File: src/pkg/mc_map.svh
// Core constants: memory map, reset values, status flag positions
// Assumes word-addressed program memory and a byte-addressed data space
`ifndef MC_MAP_SVH
`define MC_MAP_SVH
`define MC_REGF_TOP 16'h001F
`define MC_IO_BASE 16'h0020
`define MC_IO_TOP 16'h005F
`define MC_IO_IMSK 6'h3C
`define MC_IO_SPL 6'h3D
`define MC_IO_SPH 6'h3E
`define MC_IO_SREG 6'h3F
`define MC_BOOT_START 16'hF000
`define MC_RST_VEC 16'h0000
`define MC_VEC_BASE 16'h0002
`define MC_SP_RST 16'h0000
`define MC_SREG_RST 8'h00
`define MC_IMSK_RST 8'h00
`define MC_F_C 0
`define MC_F_Z 1
`define MC_F_N 2
`define MC_F_V 3
`define MC_F_S 4
`define MC_F_I 7
`define MC_PX 5'h1A
`define MC_PY 5'h1C
`define MC_PZ 5'h1E
`endif

File: src/pkg/mc_pkg.sv
// Core types: opcodes, ALU functions, states, bus carriers
// Assumes mc_map.svh holds all numeric constants
package mc_pkg;
   typedef enum logic [4:0] {OMISC, OADD, OADC, OSUB, OSBC, OAND, OOR, OEOR, OMOV, OCP,
      OONE, OLD, OST, OLDS, OSTS, OJMP, OIN0, OIN1, OOUT0, OOUT1, OCALL, OBR} mc_op_t;
   typedef enum logic [3:0] {FADD, FADC, FSUB, FSBC, FAND, FOR, FEOR, FMOV,
      FINC, FDEC, FCOM, FNEG, FLSR, FROR, FASR, FSWAP} mc_fn_t;
   typedef enum logic [2:0] {XNOP, XRET, XRETI, XLPM, XSPM, XCLI, XSEI} mc_misc_t;
   typedef enum logic [2:0] {KLDI, KADD, KSUB, KAND, KOR, KCP} mc_imm_t;
   typedef enum logic [2:0] {SEXEC, SLDW, SPSH2, SPOP1, SPOP2, SLPM} mc_state_t;
   typedef struct packed {
      logic [15:0] addr;
      logic [7:0] wdata;
      logic we;
      logic re;
   } mc_dreq_t;
   typedef struct packed {
      logic [15:0] addr;
      logic [15:0] wdata;
      logic we;
   } mc_pmw_t;
   typedef struct packed {
      logic bootNoRw;
      logic bootNoWr;
      logic appNoRw;
      logic appNoWr;
   } mc_lock_t;
   typedef struct packed {
      logic [7:0] res;
      logic c;
      logic v;
   } mc_alu_t;
endpackage : mc_pkg

File: src/hdl/mc_core.sv
// Eight-bit controller core: fetch/execute pipeline, register file, stack, interrupts
// Assumes async-read program memory and same-cycle data bus read answer, one clock
//
// How it works
// - fetch next word while current one executes
// - thirty-two byte registers, single-cycle access
// - read two operands, compute, write back
// - register pairs form X, Y, Z pointers
// - ALU: register-register, register-immediate, single-register
// - arithmetic updates status flags
// - jumps and calls reach whole program space
// - one-word and two-word instruction formats
// - boot and application sections have lock bits
// - application store only from boot code
// - call or interrupt pushes return address
// - stack pointer read/write in I/O space
// - five data addressing modes, linear map
// - interrupt mask in I/O, global enable
// - lowest vector address served first
// - I/O at data 0x20-0x5F and direct
// - extended I/O only via load/store
`timescale 1ns/10ps
`include "mc_map.svh"
module mc_core (
   input wire logic mclk,
   input wire logic rst_n,
   output logic [15:0] pmAddr,
   input wire logic [15:0] pmData,
   output mc_pkg::mc_pmw_t pmWr,
   input wire mc_pkg::mc_lock_t lockBits,
   output mc_pkg::mc_dreq_t dReq,
   input wire logic [7:0] dRdata,
   input wire logic [7:0] irqLines,
   output logic [7:0] irqAck
);
   logic [15:0] ir;
   logic [15:0] exPc;
   logic [15:0] sp;
   logic [15:0] retAd;
   logic irValid;
   logic [7:0] sreg;
   logic [7:0] imask;
   logic [7:0] popHi;
   logic [7:0] rf [0:31];
   logic [4:0] ldDest;
   logic lpmHi;
   logic lpmOk;
   mc_pkg::mc_state_t state;
   mc_pkg::mc_fn_t fn;
   logic [7:0] bOp;
   logic aluWr;
   logic flWr;
   logic [15:0] dAdr;
   logic [7:0] nSr;
   logic [2:0] irqIdx;
   logic irqHit;
   logic rfWe;
   logic [4:0] rfWa;
   logic [7:0] rfWd;
   logic ptWe;

   ////////////////////////////////////////////////////////////////////////////////
   // Decode
   wire logic isImm = ir[15];
   wire mc_pkg::mc_op_t op = mc_pkg::mc_op_t'(ir[14:10]);
   wire mc_pkg::mc_misc_t mx = mc_pkg::mc_misc_t'(ir[2:0]);
   wire logic [4:0] rd = isImm ? {1'b1, ir[11:8]} : ir[9:5];
   wire logic [7:0] vd = rf[rd];
   wire logic [7:0] vr = rf[ir[4:0]];
   wire logic run = irValid && (state == mc_pkg::SEXEC);
   wire logic isPtr = !isImm && (op == mc_pkg::OLD || op == mc_pkg::OST);
   wire logic isIn = !isImm && (op == mc_pkg::OIN0 || op == mc_pkg::OIN1);
   wire logic isOut = !isImm && (op == mc_pkg::OOUT0 || op == mc_pkg::OOUT1);
   wire logic isDir = !isImm && (op == mc_pkg::OLDS || op == mc_pkg::OSTS);
   wire logic isRdOp = isIn || (!isImm && (op == mc_pkg::OLD || op == mc_pkg::OLDS));
   wire logic isWrOp = isOut || (!isImm && (op == mc_pkg::OST || op == mc_pkg::OSTS));
   wire logic isJmp = !isImm && op == mc_pkg::OJMP;
   wire logic isCall = !isImm && op == mc_pkg::OCALL;
   wire logic isBr = !isImm && op == mc_pkg::OBR;
   wire logic isMisc = !isImm && op == mc_pkg::OMISC;
   wire logic isRet = isMisc && (mx == mc_pkg::XRET || mx == mc_pkg::XRETI);
   wire logic isLpm = isMisc && mx == mc_pkg::XLPM;
   wire logic isSpm = isMisc && mx == mc_pkg::XSPM;
   wire logic twoW = isDir || isJmp || isCall || isBr || (isPtr && ir[3:2] == 2'h3);
   wire logic brTake = sreg[ir[2:0]] == ir[3];

   ////////////////////////////////////////////////////////////////////////////////
   // Pointers and data-space addressing
   wire logic [4:0] pBase = (ir[1:0] == 2'h0) ? `MC_PX : (ir[1:0] == 2'h1) ? `MC_PY : `MC_PZ;
   wire logic [15:0] ptr = {rf[pBase + 5'h01], rf[pBase]};
   wire logic [15:0] zPtr = {rf[`MC_PZ + 5'h01], rf[`MC_PZ]};
   wire logic [15:0] zWord = {1'b0, zPtr[15:1]};
   wire logic ptrUpd = isPtr && (ir[3:2] == 2'h1 || ir[3:2] == 2'h2);
   wire logic [15:0] ptWd = (ir[3:2] == 2'h1) ? ptr + 16'h0001 : dAdr;

   always_comb begin
      dAdr = ptr;
      if (isDir) begin
         dAdr = pmData;
      end else if (isIn || isOut) begin
         dAdr = `MC_IO_BASE + {10'h000, ir[10], ir[4:0]};
      end else if (ir[3:2] == 2'h2) begin
         dAdr = ptr - 16'h0001;
      end else if (ir[3:2] == 2'h3) begin
         dAdr = ptr + {10'h000, pmData[5:0]};
      end
   end

   wire logic [15:0] ioOff = dAdr - `MC_IO_BASE;
   wire logic [5:0] ioSel = ioOff[5:0];
   wire logic inReg = dAdr <= `MC_REGF_TOP;
   wire logic inIo = dAdr >= `MC_IO_BASE && dAdr <= `MC_IO_TOP;
   wire logic hitSpl = inIo && ioSel == `MC_IO_SPL;
   wire logic hitSph = inIo && ioSel == `MC_IO_SPH;
   wire logic hitSr = inIo && ioSel == `MC_IO_SREG;
   wire logic hitIm = inIo && ioSel == `MC_IO_IMSK;
   wire logic isLoc = inReg || hitSpl || hitSph || hitSr || hitIm;
   wire logic [7:0] locVal = inReg ? rf[dAdr[4:0]] : hitSpl ? sp[7:0] :
      hitSph ? sp[15:8] : hitSr ? sreg : imask;

   ////////////////////////////////////////////////////////////////////////////////
   // Program memory protection
   wire logic zBoot = zWord >= `MC_BOOT_START;
   wire logic exBoot = exPc >= `MC_BOOT_START;
   wire logic zWrLk = zBoot ? (lockBits.bootNoWr || lockBits.bootNoRw) :
      (lockBits.appNoWr || lockBits.appNoRw);
   wire logic zRdLk = zBoot ? lockBits.bootNoRw : lockBits.appNoRw;
   wire logic spmOk = exBoot && !zWrLk;
   wire logic lpmAllow = (zBoot == exBoot) || !zRdLk;

   ////////////////////////////////////////////////////////////////////////////////
   // ALU
   function automatic mc_pkg::mc_alu_t alu(input mc_pkg::mc_fn_t f, input logic [7:0] a,
         input logic [7:0] b, input logic ci);
      logic [8:0] s;
      mc_pkg::mc_alu_t o;
      s = {ci, a};
      unique case (f)
         mc_pkg::FADD: s = {1'b0, a} + {1'b0, b};
         mc_pkg::FADC: s = {1'b0, a} + {1'b0, b} + {8'h00, ci};
         mc_pkg::FSUB: s = {1'b0, a} - {1'b0, b};
         mc_pkg::FSBC: s = {1'b0, a} - {1'b0, b} - {8'h00, ci};
         mc_pkg::FAND: s = {ci, a & b};
         mc_pkg::FOR: s = {ci, a | b};
         mc_pkg::FEOR: s = {ci, a ^ b};
         mc_pkg::FMOV: s = {ci, b};
         mc_pkg::FINC: s = {ci, a + 8'h01};
         mc_pkg::FDEC: s = {ci, a - 8'h01};
         mc_pkg::FCOM: s = {1'b1, ~a};
         mc_pkg::FNEG: s = 9'h000 - {1'b0, a};
         mc_pkg::FLSR: s = {a[0], 1'b0, a[7:1]};
         mc_pkg::FROR: s = {a[0], ci, a[7:1]};
         mc_pkg::FASR: s = {a[0], a[7], a[7:1]};
         mc_pkg::FSWAP: s = {ci, a[3:0], a[7:4]};
      endcase
      o.res = s[7:0];
      o.c = s[8];
      if (f == mc_pkg::FADD || f == mc_pkg::FADC) begin
         o.v = (a[7] == b[7]) && (s[7] != a[7]);
      end else if (f == mc_pkg::FSUB || f == mc_pkg::FSBC) begin
         o.v = (a[7] != b[7]) && (s[7] != a[7]);
      end else begin
         o.v = (f == mc_pkg::FNEG && a == 8'h80) || (f == mc_pkg::FINC && a == 8'h7F) ||
            (f == mc_pkg::FDEC && a == 8'h80);
      end
      return o;
   endfunction : alu

   always_comb begin
      fn = mc_pkg::FMOV;
      bOp = vr;
      aluWr = 1'b0;
      flWr = 1'b0;
      if (isImm) begin
         bOp = ir[7:0];
         aluWr = 1'b1;
         flWr = 1'b1;
         unique case (mc_pkg::mc_imm_t'(ir[14:12]))
            mc_pkg::KLDI: flWr = 1'b0;
            mc_pkg::KADD: fn = mc_pkg::FADD;
            mc_pkg::KSUB: fn = mc_pkg::FSUB;
            mc_pkg::KAND: fn = mc_pkg::FAND;
            mc_pkg::KOR: fn = mc_pkg::FOR;
            mc_pkg::KCP: begin
               fn = mc_pkg::FSUB;
               aluWr = 1'b0;
            end
            default: begin
               aluWr = 1'b0;
               flWr = 1'b0;
            end
         endcase
      end else if (op >= mc_pkg::OADD && op <= mc_pkg::OCP) begin
         fn = (op == mc_pkg::OCP) ? mc_pkg::FSUB : mc_pkg::mc_fn_t'(ir[13:10] - 4'h1);
         aluWr = op != mc_pkg::OCP;
         flWr = op != mc_pkg::OMOV;
      end else if (op == mc_pkg::OONE) begin
         fn = mc_pkg::mc_fn_t'({1'b1, ir[2:0]});
         aluWr = 1'b1;
         flWr = 1'b1;
      end
   end

   wire mc_pkg::mc_alu_t ao = alu(fn, vd, bOp, sreg[`MC_F_C]);

   always_comb begin
      nSr = sreg;
      nSr[`MC_F_C] = ao.c;
      nSr[`MC_F_Z] = ao.res == 8'h00;
      nSr[`MC_F_N] = ao.res[7];
      nSr[`MC_F_V] = ao.v;
      nSr[`MC_F_S] = ao.res[7] ^ ao.v;
   end

   ////////////////////////////////////////////////////////////////////////////////
   // Interrupt selection
   wire logic [7:0] pend = irqLines & imask;
   always_comb begin
      irqIdx = 3'h0;
      irqHit = 1'b0;
      for (int i = 7; i >= 0; i--) begin
         if (pend[i]) begin
            irqIdx = 3'(i);
            irqHit = 1'b1;
         end
      end
   end
   wire logic take = run && sreg[`MC_F_I] && irqHit;
   wire logic [15:0] vecAd = `MC_VEC_BASE + {12'h000, irqIdx, 1'b0};

   ////////////////////////////////////////////////////////////////////////////////
   // Register file write ports
   always_comb begin
      rfWe = 1'b0;
      rfWa = rd;
      rfWd = ao.res;
      ptWe = 1'b0;
      if (state == mc_pkg::SLDW) begin
         rfWe = 1'b1;
         rfWa = ldDest;
         rfWd = dRdata;
      end else if (state == mc_pkg::SLPM) begin
         rfWe = 1'b1;
         rfWa = ldDest;
         rfWd = !lpmOk ? 8'h00 : lpmHi ? pmData[15:8] : pmData[7:0];
      end else if (run && !take) begin
         ptWe = ptrUpd;
         if (aluWr) begin
            rfWe = 1'b1;
         end else if (isRdOp && isLoc) begin
            rfWe = 1'b1;
            rfWd = locVal;
         end else if (isWrOp && inReg) begin
            rfWe = 1'b1;
            rfWa = dAdr[4:0];
            rfWd = vd;
         end
      end
   end

   always_ff @(posedge mclk) begin
      if (rfWe) begin
         rf[rfWa] <= rfWd;
      end
      if (ptWe) begin
         rf[pBase] <= ptWd[7:0];
         rf[pBase + 5'h01] <= ptWd[15:8];
      end
   end

   ////////////////////////////////////////////////////////////////////////////////
   // Sequencer
   always_ff @(posedge mclk or negedge rst_n) begin
      if (!rst_n) begin
         pmAddr <= `MC_RST_VEC;
         ir <= 16'h0000;
         irValid <= 1'b0;
         exPc <= 16'h0000;
         state <= mc_pkg::SEXEC;
         sp <= `MC_SP_RST;
         sreg <= `MC_SREG_RST;
         imask <= `MC_IMSK_RST;
         dReq <= '0;
         pmWr <= '0;
         irqAck <= 8'h00;
         retAd <= 16'h0000;
         popHi <= 8'h00;
         ldDest <= 5'h00;
         lpmHi <= 1'b0;
         lpmOk <= 1'b0;
      end else begin
         dReq.we <= 1'b0;
         dReq.re <= 1'b0;
         pmWr.we <= 1'b0;
         irqAck <= 8'h00;
         unique case (state)
            mc_pkg::SEXEC: begin
               ir <= pmData;
               exPc <= pmAddr;
               irValid <= 1'b1;
               pmAddr <= pmAddr + 16'h0001;
               if (take) begin
                  dReq <= {sp, exPc[7:0], 1'b1, 1'b0};
                  sp <= sp - 16'h0001;
                  retAd <= exPc;
                  sreg[`MC_F_I] <= 1'b0;
                  irqAck <= 8'h01 << irqIdx;
                  pmAddr <= vecAd;
                  irValid <= 1'b0;
                  state <= mc_pkg::SPSH2;
               end else if (run) begin
                  if (flWr) begin
                     sreg <= nSr;
                  end
                  if (twoW) begin
                     irValid <= 1'b0;
                  end
                  if (isWrOp && !isLoc) begin
                     dReq <= {dAdr, vd, 1'b1, 1'b0};
                  end
                  if (isRdOp && !isLoc) begin
                     dReq <= {dAdr, 8'h00, 1'b0, 1'b1};
                     ldDest <= rd;
                     state <= mc_pkg::SLDW;
                  end
                  if (isWrOp && hitSpl) begin
                     sp[7:0] <= vd;
                  end
                  if (isWrOp && hitSph) begin
                     sp[15:8] <= vd;
                  end
                  if (isWrOp && hitSr) begin
                     sreg <= vd;
                  end
                  if (isWrOp && hitIm) begin
                     imask <= vd;
                  end
                  if (isJmp || (isBr && brTake)) begin
                     pmAddr <= pmData;
                  end
                  if (isCall) begin
                     dReq <= {sp, pmAddr[7:0] + 8'h01, 1'b1, 1'b0};
                     sp <= sp - 16'h0001;
                     retAd <= pmAddr + 16'h0001;
                     pmAddr <= pmData;
                     state <= mc_pkg::SPSH2;
                  end
                  if (isRet) begin
                     dReq <= {sp + 16'h0001, 8'h00, 1'b0, 1'b1};
                     sp <= sp + 16'h0001;
                     state <= mc_pkg::SPOP1;
                  end
                  if (isMisc && (mx == mc_pkg::XRETI || mx == mc_pkg::XSEI)) begin
                     sreg[`MC_F_I] <= 1'b1;
                  end
                  if (isMisc && mx == mc_pkg::XCLI) begin
                     sreg[`MC_F_I] <= 1'b0;
                  end
                  if (isLpm) begin
                     pmAddr <= zWord;
                     ldDest <= rd;
                     lpmHi <= zPtr[0];
                     lpmOk <= lpmAllow;
                     state <= mc_pkg::SLPM;
                  end
                  if (isSpm) begin
                     pmWr <= {zWord, rf[1], rf[0], spmOk};
                  end
               end
            end
            mc_pkg::SLDW: begin
               state <= mc_pkg::SEXEC;
            end
            mc_pkg::SLPM: begin
               pmAddr <= exPc + 16'h0001;
               state <= mc_pkg::SEXEC;
            end
            mc_pkg::SPSH2: begin
               dReq <= {sp, retAd[15:8], 1'b1, 1'b0};
               sp <= sp - 16'h0001;
               state <= mc_pkg::SEXEC;
            end
            mc_pkg::SPOP1: begin
               popHi <= dRdata;
               dReq <= {sp + 16'h0001, 8'h00, 1'b0, 1'b1};
               sp <= sp + 16'h0001;
               state <= mc_pkg::SPOP2;
            end
            mc_pkg::SPOP2: begin
               pmAddr <= {popHi, dRdata};
               irValid <= 1'b0;
               state <= mc_pkg::SEXEC;
            end
         endcase
      end
   end
endmodule : mc_core

File: config.mk
export PLATFORM = sky130hd
export DESIGN_NAME = mc_core
export DESIGN_NICKNAME = d
export VERILOG_FILES = /design/src/pkg/mc_pkg.sv /design/src/hdl/mc_core.sv
export VERILOG_INCLUDE_DIRS = /design/src /design/src/pkg
export SDC_FILE = /design/constraint.sdc
export NUM_CORES = 2
export LEC_CHECK = 0
export ABC_CLOCK_PERIOD_IN_PS = 12900
export BUFFER_PORTS_ARGS = -buffer_cell sky130_fd_sc_hd__buf_2
export CAP_MARGIN = 15
export CORE_UTILIZATION = 50
export CTS_BUF_LIST = sky130_fd_sc_hd__clkbuf_8
export CTS_CLUSTER_SIZE = 10
export DETAILED_ROUTE_END_ITERATION = 16
export PLACE_DENSITY_LB_ADDON = 0.2
export SYNTH_ARGS = -nofsm -noshare
export SYNTH_HDL_FRONTEND = slang
export SYNTH_SLANG_ARGS = --single-unit
File: constraint.sdc
create_clock -name mclk -period 12.9 [get_ports mclk]
set_input_delay 1.29 -clock mclk [delete_from_list [all_inputs] [get_ports mclk]]
set_output_delay 1.29 -clock mclk [all_outputs]
set_load 0.01 [all_outputs]
**Word-level counts from Yosys, hierarchy flattened**

Memories as Yosys holds them, arrays and structs flattened. A register that Yosys moved wholly into a read port is not among the register bits.
Cells that the tools add are included.

- Add/sub/neg operators: 20
- Multiply operators: 0
- Div/mod/pow operators: 0
- Magnitude comparators: 8
- Equality and inequality tests: 73
- Shift operators: 1
- Muxes and demuxes: 123
- Bitwise operators: 7
- Reductions and logical operators: 108

Operators with widths:

| kind | count |
|---|---|
| 16-bit two-way mux | 17 |
| 26-bit two-way mux | 6 |
| 8-bit two-way mux | 19 |
| 9-bit case mux with 16 select lines | 1 |
| 16-bit case mux with 3 select lines | 2 |
| 26-bit case mux with 3 select lines | 1 |
| 16-bit by 1-bit adder with 16-bit output (second input constant) | 4 |
| 5-bit two-way mux | 10 |
| 3-bit two-way mux | 15 |
| 1-bit two-way mux | 43 |
| 1-bit logical AND | 42 |
| 5-bit by 4-bit == test with 1-bit output (second input constant) | 7 |
| 4-bit == test (second input constant) | 8 |
| 16-bit by 1-bit subtractor with 16-bit output (second input constant) | 2 |
| 5-bit == test (second input constant) | 6 |
| 1-bit logical OR | 28 |
| 6-bit == test (second input constant) | 4 |
| 4-bit AND reduction | 6 |
| 3-bit == test (second input constant) | 7 |
| 5-bit by 4-bit != test with 1-bit output (second input constant) | 4 |
| 3-bit by 2-bit == test with 1-bit output (second input constant) | 6 |
| 16-bit by 6-bit adder with 16-bit output | 1 |
| 8-bit by 1-bit adder with 8-bit output (second input constant) | 2 |
| 8-bit bitwise AND | 2 |
| 61 further kinds | 97 |

- Register bits: 165
- Bits in latches: 0
- Memory bits (writable): 256
- Bits in read-only memories: 0
- Bits of input ports: 38
- Memories: 1

Memories:

| memory | depth | bits a word | read ports | clocked after Yosys merged registers in | write ports | line | RTL |
|---|---|---|---|---|---|---|---|
| rf | 32 | 8 | 9 | 2 | 3 | mc_core.sv:44 | `logic [7:0] rf [0:31];` |

**Depth between registers and ports, before layout**

An unclocked memory read counts as a cell.

- Depth in word-level cells: 26
- Gate-level depth with buffers: 25
- Depth with buffers taken out: 22

**Worst setup path after synthesis**

OpenSTA, ideal clock, no wires.

- Path type: register -> register
- From: register ir[1]
- To: memory rf[0][7], data pin
- Setup time: 0.339 ns
- Arrival: 6.235 ns
- Data required time: 12.561 ns
- Setup slack: 6.327 ns
- Cell stages (with the launch flop): 24
- Buffers on the path: 6
- Clock period less this slack: 6.573 ns
- Cell sequence: dfrtp_1 > buf_2 > buf_2 > buf_2 > buf_1 > clkbuf_1 > buf_2 > mux4_2 > a22o_1 > a221oi_1 > o221ai_1 > inv_1 > ha_1 > nand2b_1 > a211oi_1 > o211ai_1 > or3_1 > nor3b_1 > xnor2_1 > a211oi_1 > o221ai_1 > nand2b_1 > a41oi_1 > inv_1

RTL lines:

| item | line | RTL |
|---|---|---|
| start: declaration | mc_core.sv:36 | `logic [15:0] ir;` |
| start signal: assignment | mc_core.sv:298 | `ir <= pmData;` |
| end: declaration | mc_core.sv:44 |  |

==> metrics.md <==
| Metric | Value |
|---|---|
| Ratio of final minimum period to clock period | 0.691 |
| Total Die Area | 65200 µm² |
| Residual overflow from global routing | 0 |
| Cell with the most instances after synthesis | sky130_fd_sc_hd__nand2_1 |
| Class of the most critical setup path | flip-flop to flip-flop |
| Top cells by count, synth | sky130_fd_sc_hd__nand2_1, sky130_fd_sc_hd__edfxtp_1, sky130_fd_sc_hd__nor2_1 |
| Hold buffer count at CTS | 0 |
| Boundary Pins | roughly 120 |
| Count of unresolved DRC violations after routing | 0 |
| Number of sinks handled by clock tree synthesis | 429 |
| Net count after synthesis | 3438 |
| Leading area contributor after synthesis | sky130_fd_sc_hd__edfxtp_1 |
| Largest cells by area after synthesis | sky130_fd_sc_hd__edfxtp_1, sky130_fd_sc_hd__dfrtp_1, sky130_fd_sc_hd__mux4_2 |
| Area Growth Syn to Fin | 9.78% |
| Status | finished clean |
| Maximum clock frequency | 112 MHz |
| Number of core rows | 92 |
| Share of the yosys chip area belonging to registers | 0.375 |
| Source-to-sink clock delay at the later pin of the worst-skew pair | around 730 ps |
| Number of vias after detailed routing | between 30000 and 40000 |
| Number of synthesis warnings | 0 |
| Slew @ Worst Pin | 1250 ps |
| Routed wire per std cell | 32.2 µm |
| Post-synthesis async set-or-reset flop share | 0.403 |
| Max-cap check violation count | 0 |
| Pins Over Slew Limit | 0 |
| Initial core utilization | 0.508 |
| Final weighted congestion in routability-driven placement | 1.03 |
| Cells resized by post-CTS repair | 0 |
| Critical Path End Type | flip-flop |
| Detailed Route Iter0 Violations | slightly below 5000 |
| Global-route usage over all layers | 0.422 |
| Maximum number of pins on one net before global-route repair | 106 |
| CP Data Required Time | 13220 ps |
| Worst clock skew | between 70 and 80 ps |
| Total negative setup slack | 0 ps |
| RSZ-0062 raised after global routing | false |
| Count of nets left with antenna violations after detail routing | 0 |
| Fraction of layout cells with a size suffix above 1 | 0.175 |
| Final critical-path required period | 8920 ps |
| TritonCTS clock tree | built |
| Total length of routed wires | 139000 µm |
| Die Width | 255 µm |
| Via count of the first global-routing pass | 28424 |
| Total Nets Final | 3497 |
| Number of vias per cell after detailed routing | 7.15 |
| Finish-stage setup viols | 0 |
| Worst setup SP type | flip-flop |
| Number of synthesized register bits | 429 |
| Cell area after synthesis | 32100 µm² |
| CTS H-Tree Depth | 3 |
| Number of hold-slack violations in the final timing report | 0 |
| Detailed placement HPWL | between 100000 and 150000 µm |
| Vertical die dimension | 255 µm |
| Slew margin rel. | 0.146 |
| Hold Crit Class | flip-flop to flip-flop |
| Post-CTS Setup Repair Bufs | 0 |
| CTS root buf | sky130_fd_sc_hd__clkbuf_8 |
| Arrival time worst endpoint | slightly above 9000 ps |
| First-pass GRT wire length | 198000 µm |
| Proportion of netlist area held by the largest area contributor | 0.240 |
| Initial DRT Pass Iterations | 7 |
| Synthesized instance count | 3334 |
| Number of buffers added by the clock tree synthesis step | 78 |
| Post-synth EDFFs | ~260 |
| Synth cell types | around 100 |
| Clock input transition at the sequential cells of the worst setup and hold paths | around 70 ps |
| Mean cell area of the mapped netlist | 9.62 µm² |
| Port buffer count | 117 |
| Deepest clock path buffer count | 3 |
| Flip-flop cell with the highest count after synthesis | sky130_fd_sc_hd__edfxtp_1 |
| Antenna violations before repair | 7 |
| Placeable core area | ~63000 µm² |
| Critical-path maximum fanout | 42 |
metrics by stage:
stage	setup WS [ps]	hold slack [ps]	util	cells	area (µm²)
floorplan	6330	445	-	3334	32100
global placement	4520	464	0.532	4156	33600
detailed placement	4360	470	0.532	4156	33600
CTS	4330	481	0.557	4301	35200
global route	3780	507	0.557	4306	35200
finish	3980	479	0.557	4309	35200
registers in the layout, summed over array words and instances, names as in the netlist:
name     cells
rf         256
pmWr        32
dReq        26
exPc        16
ir          16
pmAddr      16
sp          16
imask        8
irqAck       8
popHi        8
retAd        8
sreg         8
ldDest       5
state        3
irValid      1
lpmHi        1
lpmOk        1
area by class of cell:
| class | count | area (µm²) |
|---|---|---|
| Fill cell | 5648 | 28000 |
| Timing Repair Buffer | 212 | 1310 |
| Multi-Input combinational cell | 2602 | 19000 |
| Clock buffer | 90 | 1240 |
| Sequential cell | 429 | 12000 |
| Antenna cell | 5 | 12.5 |
| Clock inverter | 55 | 344 |
| Inverter | 70 | 263 |
| Tap cell | 846 | 1060 |
logic make-up after synthesis:
kind of cell,Yosys count,share of synthesized area
AOI/OAI and AO/OA,844,0.179
xor gates and xnor gates,99,0.0275
adders and majority gates,66,0.0267
buffers and inverters,303,0.0376
DFF,429,0.375
muxes,414,0.183
other,1,0.000117
and+or+nand+nor,1178,0.172
critical path, stage by stage (launching register included):
cell                       delay, ps
sky130_fd_sc_hd__dfrtp_2         660
sky130_fd_sc_hd__buf_4           490
sky130_fd_sc_hd__mux2i_4         750
sky130_fd_sc_hd__buf_4           500
sky130_fd_sc_hd__mux4_2          610
sky130_fd_sc_hd__and2_1          190
sky130_fd_sc_hd__a311oi_1        260
sky130_fd_sc_hd__nand3_1         210
sky130_fd_sc_hd__buf_4           290
sky130_fd_sc_hd__inv_1           440
sky130_fd_sc_hd__fa_1            330
sky130_fd_sc_hd__nor2b_1         230
sky130_fd_sc_hd__or2_2           170
sky130_fd_sc_hd__nand3_1         180
sky130_fd_sc_hd__a211oi_1        430
sky130_fd_sc_hd__nor3b_1         280
sky130_fd_sc_hd__xnor2_1         200
sky130_fd_sc_hd__o211ai_1        130
sky130_fd_sc_hd__a211oi_1        590
sky130_fd_sc_hd__o221ai_1        390
sky130_fd_sc_hd__nand2b_1        250
sky130_fd_sc_hd__a41oi_1         230
sky130_fd_sc_hd__buf_4           250
sky130_fd_sc_hd__inv_1           370
cell usage in the layout (no fill, tap or decap), drive strengths merged, types with 24 or more instances in the layout:
cell type  instances
nand2            473
edfxtp           256
nor2             252
buf              211
mux2i            199
o21ai            199
dfrtp            173
a21oi            145
mux4             124
nand3            114
inv               94
clkbuf            91
mux2              91
xnor2             67
a31oi             66
nor3              65
ha                62
a22oi             54
and3              49
o211ai            36
o22ai             35
nand2b            32
xor2              31
nor4              31
clkinv            28
or3               26
o221ai            24
metal layers:
metal	wire (µm)	global-route usage	vias to the layer above
li1	-	-	12883
met1	51000	0.543	15015
met2	61400	0.647	2372
met3	16700	0.103	525
met4	9670	0.244	4
met5	23	0	-
final timing paths:
check	start	to	slack (ps)	cells past startpoint
min in group asynchronous	rst_n	sp[3]$_DFFE_PN0P_	690	1
min reg2reg	popHi[3]$_DFFE_PN0P_	popHi[3]$_DFFE_PN0P_	480	2
max in group asynchronous	rst_n	ir[1]$_DFFE_PN0P_	10480	2
min	popHi[3]$_DFFE_PN0P_	popHi[3]$_DFFE_PN0P_	480	2
max reg2reg	ir[15]$_DFFE_PN0P_	rf[17][7]$_DFFE_PP_	3980	23
max	ir[15]$_DFFE_PN0P_	rf[17][7]$_DFFE_PP_	3980	23
Power is not shown: default switching activity piles up to over one toggle a cycle in this logic, so the estimate is an artifact.
